==> config.mk <==
export PLATFORM = sky130hd
export DESIGN_NAME = cbb_cfg_regs
export DESIGN_NICKNAME = d
export VERILOG_FILES = /design/src/cbb_pkg.sv /design/src/cbb_cfg_regs.sv
export SDC_FILE = /design/constraint.sdc
export NUM_CORES = 1
export LEC_CHECK = 0
export BUFFER_PORTS_ARGS = -buffer_cell sky130_fd_sc_hd__buf_2
export CAP_MARGIN = 10
export CORE_ASPECT_RATIO = 0.9
export CORE_MARGIN = 3
export CORE_UTILIZATION = 45
export CTS_CLUSTER_SIZE = 20
export DETAILED_ROUTE_END_ITERATION = 10
export GPL_TIMING_DRIVEN = 0
export PLACE_DENSITY = 0.92
export SLEW_MARGIN = 20
export SYNTH_ARGS = -nofsm -noshare
export SYNTH_HDL_FRONTEND = slang
export SYNTH_SLANG_ARGS = --single-unit
==> constraint.sdc <==
create_clock -name clk_sys_in -period 3 [get_ports clk_sys_in]
set_clock_uncertainty 0.15 [all_clocks]
set_input_delay 0.3 -clock clk_sys_in [delete_from_list [all_inputs] [get_ports clk_sys_in]]
set_output_delay 0.3 -clock clk_sys_in [all_outputs]
set_load 0.05 [all_outputs]
==> src/cbb_pkg.sv <==
package cbb_pkg;

  // Configuration dword indices (byte offset / 4)
  localparam logic [5:0] CFG_DW_SELF_TEST = 6'h03;
  localparam logic [5:0] CFG_DW_BASE = 6'h04;
  localparam logic [5:0] CFG_DW_STATUS = 6'h05;

  // Printed byte offsets of the registers
  localparam logic [7:0] OFS_SELF_TEST = 8'h0f;
  localparam logic [7:0] OFS_BASE = 8'h10;
  localparam logic [7:0] OFS_STATUS = 8'h16;

  // Byte lanes inside the dword
  localparam int SELF_TEST_LANE = 3;
  localparam int STATUS_LANE_LO = 2;
  localparam int STATUS_LANE_HI = 3;

  // Socket register base address
  localparam int BASE_ADDR_LSB = 12;
  localparam int BASE_ADDR_W = 20;
  localparam logic [19:0] BASE_RESET = 20'h00000;
  localparam logic [11:0] BASE_LOW_BITS = 12'h000;
  localparam logic [0:0] BASE_PREFETCH = 1'h0;
  localparam logic [1:0] BASE_TYPE_32 = 2'h0;
  localparam logic [0:0] BASE_MEM_SPACE = 1'h0;
  localparam int BASE_PREFETCH_BIT = 3;
  localparam int BASE_TYPE_LSB = 1;
  localparam int BASE_SPACE_BIT = 0;

  // Window split: bit 11 selects the upper half
  localparam int WIN_HALF_BIT = 11;
  localparam logic [11:0] WIN_CARD32_OFS = 12'h000;
  localparam logic [11:0] WIN_CARD16_OFS = 12'h800;

  // Self-test byte value
  localparam logic [7:0] SELF_TEST_VALUE = 8'h00;

  // Secondary status bit positions
  localparam int ST_PARITY_DET = 15;
  localparam int ST_SYS_ERR = 14;
  localparam int ST_MASTER_ABORT = 13;
  localparam int ST_TARGET_ABORT_RX = 12;
  localparam int ST_TARGET_ABORT_TX = 11;
  localparam int ST_DEVSEL_LSB = 9;
  localparam int ST_DATA_PARITY = 8;
  localparam int ST_FAST_B2B = 7;
  localparam logic [1:0] ST_DEVSEL_MEDIUM = 2'h1;
  localparam logic [0:0] ST_FAST_B2B_VAL = 1'h0;
  localparam logic [6:0] ST_RSVD_VAL = 7'h00;
  localparam logic [15:0] STATUS_RESET = 16'h0200;
  localparam int NUM_FLAGS = 6;

  // Secondary bus events, one-cycle pulses from the bridge core
  typedef struct packed {
    logic parity_det;
    logic master_abort;
    logic target_abort_rx;
    logic target_abort_tx;
    logic data_parity;
    logic as_master;
  } cbb_evt_t;

  // Enable bits owned by the command and bridge control registers
  typedef struct packed {
    logic perr_resp_en;
    logic serr_en;
    logic cserr_fwd_en;
  } cbb_en_t;

  // Configuration access request
  typedef struct packed {
    logic valid;
    logic write;
    logic [5:0] dword;
    logic [3:0] be;
    logic [31:0] wdata;
  } cbb_cfg_req_t;

  // Decode result for the socket register window
  typedef struct packed {
    logic hit;
    logic card16;
    logic [10:0] offset;
  } cbb_win_t;

endpackage

==> src/cbb_cfg_regs.sv <==
`timescale 1ns/1ps
module cbb_cfg_regs (
  // Clock, reset, enable
  input wire logic clk_sys_in,
  input wire logic arst_n_in,
  input wire logic clk_en_in,
  // Configuration access
  input wire cbb_pkg::cbb_cfg_req_t cfg_req_in,
  output logic [31:0] cfg_rdata_out,
  output logic cfg_rvalid_out,
  // Memory window decode
  input wire logic mem_valid_in,
  input wire logic [31:0] mem_addr_in,
  output cbb_pkg::cbb_win_t win_out,
  output logic [31:0] base_addr_out,
  // Secondary bus events and enables
  input wire cbb_pkg::cbb_evt_t evt_in,
  input wire cbb_pkg::cbb_en_t en_in,
  input wire logic cserr_n_in,
  // Host system error, open drain
  output logic serr_n_o_out,
  output logic serr_n_oe_out,
  output logic [15:0] status_out
);

  logic [19:0] base_q;
  logic [cbb_pkg::NUM_FLAGS-1:0] flags_q;
  logic [cbb_pkg::NUM_FLAGS-1:0] flags_d;
  logic [cbb_pkg::NUM_FLAGS-1:0] set_vec;
  logic [cbb_pkg::NUM_FLAGS-1:0] clr_vec;
  logic [2:0] cserr_sync_q;
  logic cserr_act_q;
  logic serr_q;
  logic [15:0] status_word;
  logic [31:0] base_word;
  logic [31:0] rd_word;
  logic wr_base;
  logic wr_status;
  logic [7:0] lane1_byte;

  // Byte lane merge: keeps old bytes where the lane is off
  function automatic logic [7:0] lane_pick(input logic [31:0] data, input logic [3:0] be,
                                           input int lane, input logic [7:0] old);
    lane_pick = be[lane] ? data[lane*8 +: 8] : old;
  endfunction

  function automatic logic dw_write(input cbb_pkg::cbb_cfg_req_t r, input logic [5:0] dw);
    dw_write = r.valid && r.write && (r.dword == dw);
  endfunction

  assign wr_base = dw_write(cfg_req_in, cbb_pkg::CFG_DW_BASE);
  assign wr_status = dw_write(cfg_req_in, cbb_pkg::CFG_DW_STATUS);
  // Lane 1 carries base bits 15..12 in its upper nibble
  assign lane1_byte = lane_pick(cfg_req_in.wdata, cfg_req_in.be, 1, {base_q[3:0], 4'h0});

  // only the upper twenty bits store
  always_ff @(posedge clk_sys_in or negedge arst_n_in) begin
    if (!arst_n_in) begin
      base_q <= cbb_pkg::BASE_RESET;
    end else if (clk_en_in && wr_base) begin
      base_q <= {lane_pick(cfg_req_in.wdata, cfg_req_in.be, 3, base_q[19:12]),
                 lane_pick(cfg_req_in.wdata, cfg_req_in.be, 2, base_q[11:4]),
                 lane1_byte[7:4]};
    end
  end

  assign base_word = {base_q, cbb_pkg::BASE_LOW_BITS[11:4], cbb_pkg::BASE_PREFETCH,
                      cbb_pkg::BASE_TYPE_32, cbb_pkg::BASE_MEM_SPACE};
  assign base_addr_out = base_word;

  // Pin filter: change accepted once stages two and three agree
  always_ff @(posedge clk_sys_in or negedge arst_n_in) begin
    if (!arst_n_in) begin
      cserr_sync_q <= 3'h7;
      cserr_act_q <= 1'b0;
    end else if (clk_en_in) begin
      cserr_sync_q <= {cserr_sync_q[1:0], cserr_n_in};
      if (cserr_sync_q[1] == cserr_sync_q[2]) begin
        cserr_act_q <= ~cserr_sync_q[2];
      end
    end
  end

  // Event sources, in flag order 15..11, 8
  always_comb begin
    set_vec[5] = evt_in.parity_det;
    set_vec[4] = cserr_act_q;
    set_vec[3] = evt_in.master_abort;
    set_vec[2] = evt_in.target_abort_rx;
    set_vec[1] = evt_in.target_abort_tx;
    set_vec[0] = evt_in.data_parity && evt_in.as_master && en_in.perr_resp_en;
  end

  always_comb begin
    clr_vec = '0;
    if (wr_status) begin
      clr_vec[5:1] = cfg_req_in.be[cbb_pkg::STATUS_LANE_HI] ? cfg_req_in.wdata[31:27] : 5'h00;
      // Bit 8 sits in the upper status byte, lane 3
      clr_vec[0] = cfg_req_in.be[cbb_pkg::STATUS_LANE_HI] & cfg_req_in.wdata[24];
    end
  end

  // Set beats a clear landing in the same cycle
  genvar g;
  generate
    for (g = 0; g < cbb_pkg::NUM_FLAGS; g++) begin : g_flag
      assign flags_d[g] = set_vec[g] | (flags_q[g] & ~clr_vec[g]);
    end
  endgenerate

  always_ff @(posedge clk_sys_in or negedge arst_n_in) begin
    if (!arst_n_in) begin
      flags_q <= '0;
    end else if (clk_en_in) begin
      flags_q <= flags_d;
    end
  end

  assign status_word = {flags_q[5:1], cbb_pkg::ST_DEVSEL_MEDIUM, flags_q[0],
                        cbb_pkg::ST_FAST_B2B_VAL, cbb_pkg::ST_RSVD_VAL};
  assign status_out = status_word;

  always_ff @(posedge clk_sys_in or negedge arst_n_in) begin
    if (!arst_n_in) begin
      serr_q <= 1'b0;
    end else if (clk_en_in) begin
      serr_q <= cserr_act_q && en_in.serr_en && en_in.cserr_fwd_en;
    end
  end
  assign serr_n_o_out = 1'b0;
  assign serr_n_oe_out = serr_q;

  always_comb begin
    unique case (cfg_req_in.dword)
      cbb_pkg::CFG_DW_SELF_TEST: rd_word = {cbb_pkg::SELF_TEST_VALUE, 24'h000000};
      cbb_pkg::CFG_DW_BASE: rd_word = base_word;
      cbb_pkg::CFG_DW_STATUS: rd_word = {status_word, 16'h0000};
      default: rd_word = 32'h00000000;
    endcase
  end

  // Read data one cycle after a read request
  always_ff @(posedge clk_sys_in or negedge arst_n_in) begin
    if (!arst_n_in) begin
      cfg_rdata_out <= 32'h00000000;
      cfg_rvalid_out <= 1'b0;
    end else if (clk_en_in) begin
      cfg_rvalid_out <= cfg_req_in.valid && !cfg_req_in.write;
      if (cfg_req_in.valid && !cfg_req_in.write) begin
        cfg_rdata_out <= rd_word;
      end
    end
  end

  // bit 11 splits card32 and card16
  always_comb begin
    win_out.hit = mem_valid_in && (base_q != cbb_pkg::BASE_RESET) &&
                  (mem_addr_in[31:12] == base_q);
    win_out.card16 = mem_addr_in[cbb_pkg::WIN_HALF_BIT];
    win_out.offset = mem_addr_in[10:0];
  end

endmodule

; ---- Yosys cells after proc, flatten, opt, wreduce, memory -nomap -nowiden
; Cells that the tools add are included.
[op_classes]
eq_ne = 4
reduce_logical = 18
n_bitwise = 20
muxes = 3
[op_table]
columns = cell, n
row1 = one-hot mux 32 bit (2 select lines), 1
row2 = == test 20 bit, 1
row3 = nonzero test 20 bit, 1
row4 = "== test 6 x 3 -> 1 bit, second input constant", 2
row5 = logical AND 1 bit, 11
row6 = AND reduction 2 bit, 5
row7 = AND 1 bit, 7
row8 = inverter 1 bit, 7
row9 = two-way mux 6 bit, 1
row10 = bitwise OR 1 bit, 6
row11 = two-way mux 5 bit, 1
row12 = == test 1 bit, 1
row13 = zero test 1 bit, 1
[totals]
word_cells = 54
regBits = 64

; ---- Longest topological paths before layout
; Gate-level depths: netlist (run 1).
[depth]
word_depth = 6
depth_mapped = 6
ltp_nobuf = 4

; ---- Worst setup path after synthesis (run 1)
; Ideal clock, no wire load.
[synth_path]
path_type = register to output
startpoint = register base_q[17]
endpoint = output port win_out[12] in the netlist's numbering
arrival_time_ns = 2.786
stages_incl_launch_ff = 5
path_buffers = 0
slack_ns = -0.236
t_required_ns = 2.550
path_cell_list = dfrtp_1 > xor2_1 > nor4_1 > o2111ai_1 > nor4_1
[synth_lines]
columns = element, line_no
row1 = from (decl), cbb_cfg_regs.sv:26  ; logic [19:0] base_q;
row2 = from (signal assigned), cbb_cfg_regs.sv:59  ; base_q <= cbb_pkg::BASE_RESET;
row3 = from (signal assigned), cbb_cfg_regs.sv:61  ; base_q <= {lane_pick(cfg_req_in.wdata, cfg_req_in.be, 3, base_q[19:12]),
row4 = to (decl), cbb_cfg_regs.sv:14  ; output cbb_pkg::cbb_win_t win_out,

==> results.ini, run 1 <==
[sta]
period_minus_slack_ps = 2560
fin_crit_sh = 0.854
hold_ws_ps = 83.9
fmax_ghz = 0.390
drv_slew = 0
worstMarginPinSlew_ps = 758
setup_ws_ps = 437
rsz0062_at_grt = false
setup_tns_ps = 0
setup_viol = 0
hold_viol = 0
max-slew-margin-rel = 0.495

[route]
vias = 2279
dr.pass1.iters = 4
drt_iter0_drc = 74
wl_per_cell_um = 15.2
vias_per_cell = 4.83
drt_drc_violations_left = 0
wl_um = 7180
ant_nets = 0

[placed_design]
dp_hpwl_um = 5880
place.gp.congestion = 0.817
dp_slack_ps = 473
port_buffers = 124

[setup_path]
critical_path.max_stage_delay_ps = 470
cp_max_fo = 5
cp_data_required_time_ps = 2550
crit_path_top_delay_cell = dfrtp_1
path_class = reg -> out
cp-start-kind = flop
end_kind = output port
worstPathCellList = xor2_1, nor4_1, o2111ai_1, nor4_2, buf_2
arrival_ps = 2110

[global_routing]
grt_max_degree = 53
antenna_found_initial = 0
use_met2 = 0.353
grt_overflow = 0
grt_busiest_layer = met2
grt_pass1_wl_um = 10800
use_met1 = 0.257
grt_pass1_vias = 2188
grtUsageTotal = 0.200
met3_usage = 0.0361

[power]
power.leakage_nw = 2.08
p_seq_frac = 0.457
intPower_mw = 1.14
vdd_drop_max_uv = 240
power_frac_clock = 0.313
p_comb_frac = 0.230
powerDensity_nw_per_um2 = 442
p_sw_uw = 488
sw_frac_of_total = 0.301

[die]
coreArea_um2 = 5730
initial_core_util = 0.470
io_pins = 186
dieWidth_um = 87.5
dieHeight_um = 79.4
placementRows = 26
die_area_um2 = 6950

[clock_network]
cts_tree = done
clkSinkCount = 52
clock_path_buffers = 2
insertion_delay_ps = 290
ctsResizeCount = 0
postCtsHoldBufs = 0
h-tree-depth = 2
clk_pin_slew_worst_paths_ps = 90
cts_buffers = 5
post_cts_buffers = 0
clockRootBuffer = clkbuf_8

[min_path]
min_path_type = in -> reg

[layout]
final_nets = 491
syn_to_final_growth_pct = 36.5
fill_cells = 469
drive_above_1_share = 0.522
n_antenna_cell = 0

[flow_run]
max-cap-violations = 0

[logic_synthesis]
ys_types = 31
synth_cells = 236
avgSynthCellArea_um2 = 11.4
yosysSeqAreaShare = 0.485
synth_warnings = 0
ys_seq_elements = 52
synthesis.area_um2 = 2690

[status]
outcome = finished, final reports clean

==> metal layers <==
metal,up-vias,share of wire
met1,1073,0.40
met5,-,0
met4,0,0.0098
li1,1082,-
met3,6,0.074
met2,118,0.52
==> critical path: cells and delay by family, from the launching register on <==
| family | cells | cell delay [ps] |
|---|---|---|
| compound gates | 1 | 200 |
| xor+xnor | 1 | 190 |
| buf+inv | 1 | 300 |
| flops | 1 | 470 |
| simple gates | 2 | 670 |
==> synthesized netlist by cell type <==
library cell | number | share of area
dfrtp_1 | 49 | 0.46
buf_4 | 47 | 0.13
mux2_2 | 21 | 0.088
a22o_1 | 18 | 0.059
nand2_1 | 16 | 0.022
xnor2_1 | 12 | 0.039
nor4_1 | 9 | 0.021
xor2_1 | 8 | 0.026
o31ai_1 | 7 | 0.020
clkbuf_1 | 6 | 0.0084
mux2i_1 | 6 | 0.022
inv_1 | 5 | 0.0070
nand4_1 | 5 | 0.012
o21ai_0 | 5 | 0.0093
dfstp_2 | 3 | 0.029
nand3_1 | 3 | 0.0056
conb_1 | 2 | 0.0028
a21boi_0 | 1 | 0.0028
a21oi_1 | 1 | 0.0019
a41o_1 | 1 | 0.0037
and3_1 | 1 | 0.0023
buf_2 | 1 | 0.0019
buf_6 | 1 | 0.0042
nand3b_1 | 1 | 0.0028
nor2_1 | 1 | 0.0014
nor3_1 | 1 | 0.0019
nor3_2 | 1 | 0.0037
nor3_4 | 1 | 0.0060
o2111ai_1 | 1 | 0.0033
or2_1 | 1 | 0.0023
or4b_4 | 1 | 0.0051
==> area by class of cell <==
class                   instances  area, um^2  area share
plain buffers                  55         392       0.107
clock buffers                   7        96.3      0.0262
clock inverters                 1        30.0     0.00817
inverters                       5        18.8     0.00511
multi-input cells             157        1110       0.303
flip-flops and latches         52        1310       0.355
well taps                      70        87.6      0.0238
repair buffers                125         633       0.172
==> flip-flops by register name, summed over array words and instances (netlist names) <==
| register | flops |
|---|---|
| base_q | 20 |
| cfg_rdata_out | 20 |
| flags_q | 6 |
| cserr_sync_q | 3 |
| cfg_rvalid_out | 1 |
| cserr_act_q | 1 |
| serr_n_oe_out | 1 |
==> cell families after synthesis <==
group,count (synthesis),synth area share
buffers and inverters,60,0.152
flip-flops,52,0.485
multiplexers,27,0.110
XOR/XNOR,20,0.0651
other,2,0.00279
AO/OA/AOI/OAI,34,0.0990
AND/OR/NAND/NOR,41,0.0860
==> metrics by stage <==
step | util | area [um^2] | std cells | total power, mW
final | 0.642 | 3680 | 472 | 1.63
after global routing | 0.642 | 3680 | 472 | 1.69
after CTS | 0.639 | 3660 | 471 | 1.63
after detailed placement | 0.617 | 3530 | 463 | 1.13
after global placement | 0.617 | 3530 | 463 | 1.12
after floorplan | - | 2820 | 269 | 1.03
==> power by group through the flow <==
stage / clock, mW / sequential [mW] / combinational (mW)
final: 0.509 / 0.742 / 0.373
after global routing: 0.552 / 0.746 / 0.397
after global placement: 0 / 0.755 / 0.363
after floorplan: 0 / 0.794 / 0.233
after detailed placement: 0 / 0.756 / 0.369
after CTS: 0.518 / 0.742 / 0.370
==> path summary, 6_finish.rpt <==
| kind | start | endpoint | slack (ps) | depth (start not counted) |
|---|---|---|---|---|
| max | base_q[17] | win_out[12] | 440 | 5 |
| min | cfg_req_in[15] | base_q[3] | 80 | 2 |
| max reg2reg | base_q[19] | cfg_rdata_out[31] | 1890 | 2 |
| min reg2reg | cfg_rdata_out[24] | cfg_rdata_out[24] | 330 | 2 |
| max in group asynchronous | arst_n_in | cfg_rdata_out[23] | 1840 | 2 |
| min in group asynchronous | arst_n_in | flags_q[4] | 430 | 2 |
==> placed cells by master, fill, tap and decap left out, drive strengths merged <==
cell type,count
buf,173
dfrtp,49
conb,35
mux2,21
a22o,18
nand2,16
clkbuf,13
xnor2,12
nor4,9
xor2,8
o31ai,7
mux2i,6
nand4,5
inv,5
o21ai,5
nand3,3
dfstp,3
nor3,3
o2111ai,1
or4b,1
and3,1
or2,1
a21boi,1
a41o,1
nand3b,1
nor2,1
a21oi,1
bufinv,1
dlygate4sd3,1
Power figures use the tool's default switching activity.
==> inputs of run 2 (changes only) <==
--- a/config.mk
+++ b/config.mk
@@ -7,7 +7,7 @@
 export LEC_CHECK = 0
 export BUFFER_PORTS_ARGS = -buffer_cell sky130_fd_sc_hd__buf_2
 export CAP_MARGIN = 10
-export CORE_ASPECT_RATIO = 0.9
+export CORE_ASPECT_RATIO = 0.75
 export CORE_MARGIN = 3
 export CORE_UTILIZATION = 45
 export CTS_CLUSTER_SIZE = 20
==> run 2 against run 1 <==
Clock power is 2% lower. Maximum frequency up 3.1%. Power fell by 0.45%. Setup slack improved by 77 ps. Cell area is 0.51% higher. Hold slack got worse by 7.7 ps. Register-to-register slack hardly changed. Critical path type unchanged. Largest cell class unchanged. Highest routed layer unchanged.
==> results.ini, run 2 (synthesis gave the netlist of run 1 again) <==
[global_routing]
grt_pass1_wl_um = 11100
grt_overflow = 0
grtUsageTotal = 0.210
grt_pass1_vias = 2258
grt_max_degree = 29
antenna_found_initial = 0

[route]
drt_iter0_drc = 75
wl_um = 7440
drt_drc_violations_left = 0
dr.pass1.iters = 4
ant_nets = 0
vias_per_cell = 4.81
vias = 2299
wl_per_cell_um = 15.6

[setup_path]
end_kind = output port
cp-start-kind = flop
cp_max_fo = 5
cp_data_required_time_ps = 2550
reg2reg_from = base_q[19]
path_class = reg -> out
setup.worst_path.start = base_q[17]
arrival_ps = 2040

[sta]
setup_tns_ps = 0
setup_viol = 0
fin_crit_sh = 0.829
max-slew-margin-rel = 0.514
fmax_ghz = 0.402
drv_slew = 0
worstMarginPinSlew_ps = 729
rsz0062_at_grt = false
hold_viol = 0
period_minus_slack_ps = 2490

[layout]
final_cell_mix = buf_2, dfrtp_1, buf_4, conb_1, mux2_2
fill_cells = 456
n_antenna_cell = 0
final_nets = 492
final_common_cell = buf_2
drive_above_1_share = 0.524
reg_top3 = base_q x20, cfg_rdata_out x20, flags_q x6
syn_to_final_growth_pct = 37.2

[clock_network]
post_cts_buffers = 0
h-tree-depth = 2
clock_path_buffers = 2
clockRootBuffer = clkbuf_8
insertion_delay_ps = 300
clkSinkCount = 52
cts_tree = done
cts_buffers = 5
clk_pin_slew_worst_paths_ps = 90

[die]
placementRows = 23
io_pins = 186
dieWidth_um = 95.3
dieHeight_um = 73.0
initial_core_util = 0.485
die_area_um2 = 6960
coreArea_um2 = 5550

[power]
vdd_drop_max_uv = 352
power.leakage_nw = 2.08
finalPower_mw = 1.62
powerDensity_nw_per_um2 = 438

[status]
outcome = finished, final reports clean

[min_path]
min_path_type = in -> reg
min_from = evt_in[2]

[placed_design]
dp_hpwl_um = 6140
port_buffers = 124
place.gp.congestion = 0.742

[flow_run]
max-cap-violations = 0

run 2: changes by cell type in the layout (fill, tap and decap cells not counted), sizes merged:
cell,delta
buf,+1
clkbuf,-1
clkinv,+1
run 2: what timing repair did:
action	4_1_cts	5_1_grt
resized for setup	0	0
hold buffers	1	0
setup endpoints to repair	0	0
endpoints found under the hold margin	21	0
run 2: worst paths after layout:
check,cells after the start,endpoint,slack [ps]
max,5,win_out[12],510
max reg2reg,2,cfg_rdata_out[31],1900
min reg2reg,2,cfg_rdata_out[27],340
max in group asynchronous,3,base_q[7],1780
min in group asynchronous,2,base_q[16],370
min,2,flags_q[1],80
run 2: final cells by class:
type | count | area (um^2) | area share
plain buffers | 55 | 392 | 0.106
well taps | 75 | 93.8 | 0.0254
repair buffers | 126 | 651 | 0.176
clock inverters | 2 | 38.8 | 0.0105
multi-input cells | 157 | 1110 | 0.301
inverters | 5 | 18.8 | 0.00508
flip-flops and latches | 52 | 1310 | 0.353
clock buffers | 6 | 82.6 | 0.0224
run 2: layer usage:
layer / track usage / up-vias / part of all wire
met1: 0.271 / 1083 / 0.40
met3: 0.0423 / 11 / 0.085
met2: 0.369 / 119 / 0.51
met4: 0.0432 / 0 / 0.0090
met5: 0 / - / 0
li1: - / 1086 / -
run 2: per-stage QoR:
step           setup WS, ps  cell area [um^2]   util  hold WS (ps)  std cells
6_report                513              3690  0.665          76.2        478
5_1_grt                 335              3690  0.665          62.4        478
4_1_cts                 503              3690  0.664          68.3        478
3_5_place_dp            446              3560  0.640           189        469
3_3_place_gp            484              3540  0.637           311        468
2_1_floorplan           315              2820      -          -146        269
run 2: report_power, final:
group,total (mW),leakage (nW),switching (mW),internal [mW]
Combinational,0.376,1.34,0.254,0.122
Clock,0.499,0.0614,0.226,0.273
Sequential,0.743,0.677,0.0205,0.722
Total,1.62,2.08,0.500,1.12
run 2: critical path, stage by stage, from the launching register on:
cell       delay [ps]
dfrtp_1           460
xor2_1            190
nor4_1            330
o2111ai_1         180
nor4_2            280
buf_2             300
==> inputs of run 3 (changes only) <==
--- a/config.mk
+++ b/config.mk
@@ -5,15 +5,16 @@
 export SDC_FILE = /design/constraint.sdc
 export NUM_CORES = 1
 export LEC_CHECK = 0
+export ABC_AREA = 1
 export BUFFER_PORTS_ARGS = -buffer_cell sky130_fd_sc_hd__buf_2
 export CAP_MARGIN = 10
 export CORE_ASPECT_RATIO = 0.75
 export CORE_MARGIN = 3
-export CORE_UTILIZATION = 45
+export CORE_UTILIZATION = 44
 export CTS_CLUSTER_SIZE = 20
 export DETAILED_ROUTE_END_ITERATION = 10
 export GPL_TIMING_DRIVEN = 0
-export PLACE_DENSITY = 0.92
+export PLACE_DENSITY = 0.87
 export SLEW_MARGIN = 20
 export SYNTH_ARGS = -nofsm -noshare
 export SYNTH_HDL_FRONTEND = slang
==> constraint.sdc (replaced) <==
create_clock -name clk_sys_in -period 2.3 [get_ports clk_sys_in]
set_clock_uncertainty 0.15 [all_clocks]
set_input_delay 0.23 -clock clk_sys_in [delete_from_list [all_inputs] [get_ports clk_sys_in]]
set_output_delay 0.23 -clock clk_sys_in [all_outputs]
set_load 0.05 [all_outputs]
==> run 3 against run 2 <==
Setup slack worse by 290 ps. Cell count is 41% higher. Power is 41% higher. Routed wire length is 23% higher. Utilization is 2.7 points lower. Synthesized cell count is 77% higher. Register-to-register slack worse by 660 ps.
==> results.ini, run 3 <==
[logic_synthesis]
synth_warnings = 0
synth_top_area_share = 0.393
synth_cells = 418
postSynth.asyncResetShare = 1.00
synth_edf_count = 0
synthFlopType = dfrtp_1
yosysSeqAreaShare = 0.418
synth_most_common_cell = nand2_1
synth_common_cells = nand2_1, dfrtp_1, buf_4, inv_1, nand3_1
synth_area_leader_cell = dfrtp_1
ys_seq_elements = 52
synthesis.area_um2 = 3120
ys_top_cells_by_area = dfrtp_1, nand2_1, buf_4, nand3_1, inv_1
avgSynthCellArea_um2 = 7.46
ys_types = 27

[clock_network]
insertion_delay_ps = 310
clockRootBuffer = clkbuf_8
cts_tree = done
clkSinkCount = 52
cts_buffers = 5
clock_path_buffers = 2
h-tree-depth = 2
clk_pin_slew_worst_paths_ps = 100

[sta]
period_minus_slack_ps = 2080
drv_slew = 0
max-slew-margin-rel = 0.570
setup_viol = 0
hold_viol = 0
fmax_ghz = 0.482
fin_crit_sh = 0.903
worstMarginPinSlew_ps = 645
setup_tns_ps = 0
rsz0062_at_grt = false

[global_routing]
grt_busiest_layer = met2
grtUsageTotal = 0.224
grt_pass1_vias = 2947
grt_overflow = 0
grt_pass1_wl_um = 14200
grt_max_degree = 53
met3_usage = 0.0588
use_met2 = 0.351
use_met1 = 0.299
antenna_found_initial = 0

[setup_path]
end_kind = output port
critical_path.max_stage_delay_ps = 510
worstPathCellList = inv_1, nand2_1, nand2_1, nor2_1, nand2_1, nor2_1, nand2_1, nor2_1, buf_4
cp_data_required_time_ps = 1920
crit_path_top_delay_cell = dfrtp_1
reg2reg_from = cserr_sync_q[1]
arrival_ps = 1700
worst_path_most_repeated_cell = nand2_1
cp-start-kind = flop
cp_max_fo = 6
path_class = reg -> out
r2r_setup_slack_ps = 1240
path_buf_inv = 2
r2r_cells = 3
r2r-end = cserr_act_q
critPathTopFamily = simple AND/OR/NAND/NOR gates

[die]
coreArea_um2 = 6570
placementRows = 25
dieWidth_um = 103
die_area_um2 = 8150
initial_core_util = 0.475
dieHeight_um = 78.9
io_pins = 186

[status]
outcome = finished, final reports clean

[route]
drt_iter0_drc = 144
vias = 3212
ant_nets = 0
wl_per_cell_um = 13.6
dr.pass1.iters = 5
vias_per_cell = 4.77
wl_um = 9180
drt_drc_violations_left = 0

[layout]
syn_to_final_growth_pct = 34.4
final_nets = 682
n_antenna_cell = 0
final_cell_mix = nand2_1, buf_2, buf_4, dfrtp_1, inv_1
final_common_cell = nand2_1
drive_above_1_share = 0.349
reg_top3 = base_q x20, cfg_rdata_out x20, flags_q x6

[placed_design]
place.gp.congestion = 0.899
port_buffers = 123
dp_hpwl_um = 7350

[power]
vdd_drop_max_uv = 265
power.leakage_nw = 2.47
finalPower_mw = 2.28
powerDensity_nw_per_um2 = 545

[min_path]
min_path_type = in -> reg
min_from = cfg_req_in[16]
holdPathStages = 3
hold_end = base_q[4]

[flow_run]
max-cap-violations = 0

run 3: area by class of cell:
class,count,area (um^2)
plain buffers,58,424
clock buffers,5,68.8
clock inverters,3,47.5
fillers,559,2380
inverters,47,176
multi-input cells,294,1340
flip-flops and latches,52,1310
well taps,81,101
repair buffers,134,731
run 3: worst max path at each step:
| stage | start | to | slack, ps | depth (start not counted) |
|---|---|---|---|---|
| after global routing | base_q[14] | win_out[12] | 30 | 9 |
| after floorplan | base_q[11] | win_out[12] | 90 | 8 |
| after CTS | base_q[19] | win_out[12] | 160 | 9 |
| final | base_q[13] | win_out[12] | 220 | 9 |
| after global placement | base_q[19] | win_out[12] | 540 | 9 |
| after detailed placement | base_q[19] | win_out[12] | 530 | 9 |
run 3: layer usage:
layer,vias up,routed length [um]
met5,-,0
met4,0,276
met3,26,955
met2,175,4320
met1,1430,3630
li1,1581,-
run 3: power breakdown:
| part | switching (mW) | internal [mW] | total, mW |
|---|---|---|---|
| clock network | 0.315 | 0.328 | 0.643 |
| registers | 0.0360 | 0.961 | 0.997 |
| logic | 0.457 | 0.188 | 0.645 |
| total | 0.808 | 1.48 | 2.28 |
run 3: logic make-up (layout without fill, tap and decap cells):
| logic type | after synthesis | after routing | synth area share |
|---|---|---|---|
| AND/OR/NAND/NOR | 231 | 231 | 0.317 |
| buffers and inverters | 105 | 247 | 0.193 |
| flip-flops | 52 | 52 | 0.418 |
| AO/OA/AOI/OAI | 27 | 27 | 0.0670 |
| other | 2 | 35 | 0.00241 |
| XOR/XNOR | 1 | 1 | 0.00281 |
run 3: metrics by stage:
stage,std cells,setup WS [ps],util,cell area [um^2],hold slack [ps]
detailed placement,655,532,0.603,3960,284
CTS,673,159,0.636,4180,2.02
global route,674,29.0,0.638,4190,7.33
floorplan,451,94.4,-,3240,-216
finish,674,223,0.638,4190,4.49
global placement,655,536,0.603,3960,280
run 3: repair_timing:
item,in CTS,in global routing
gates resized for setup,0,3
endpoints found under the hold margin,9,49
endpoints found under the setup margin,0,1
hold buffers,10,1
buffers inserted,0,0
run 3: worst reg2reg max path: cells and delay by family (launching register included):
kind	cells	cell delay (ps)
flops	1	550
compound gates	1	150
simple gates	1	60
buf+inv	1	50
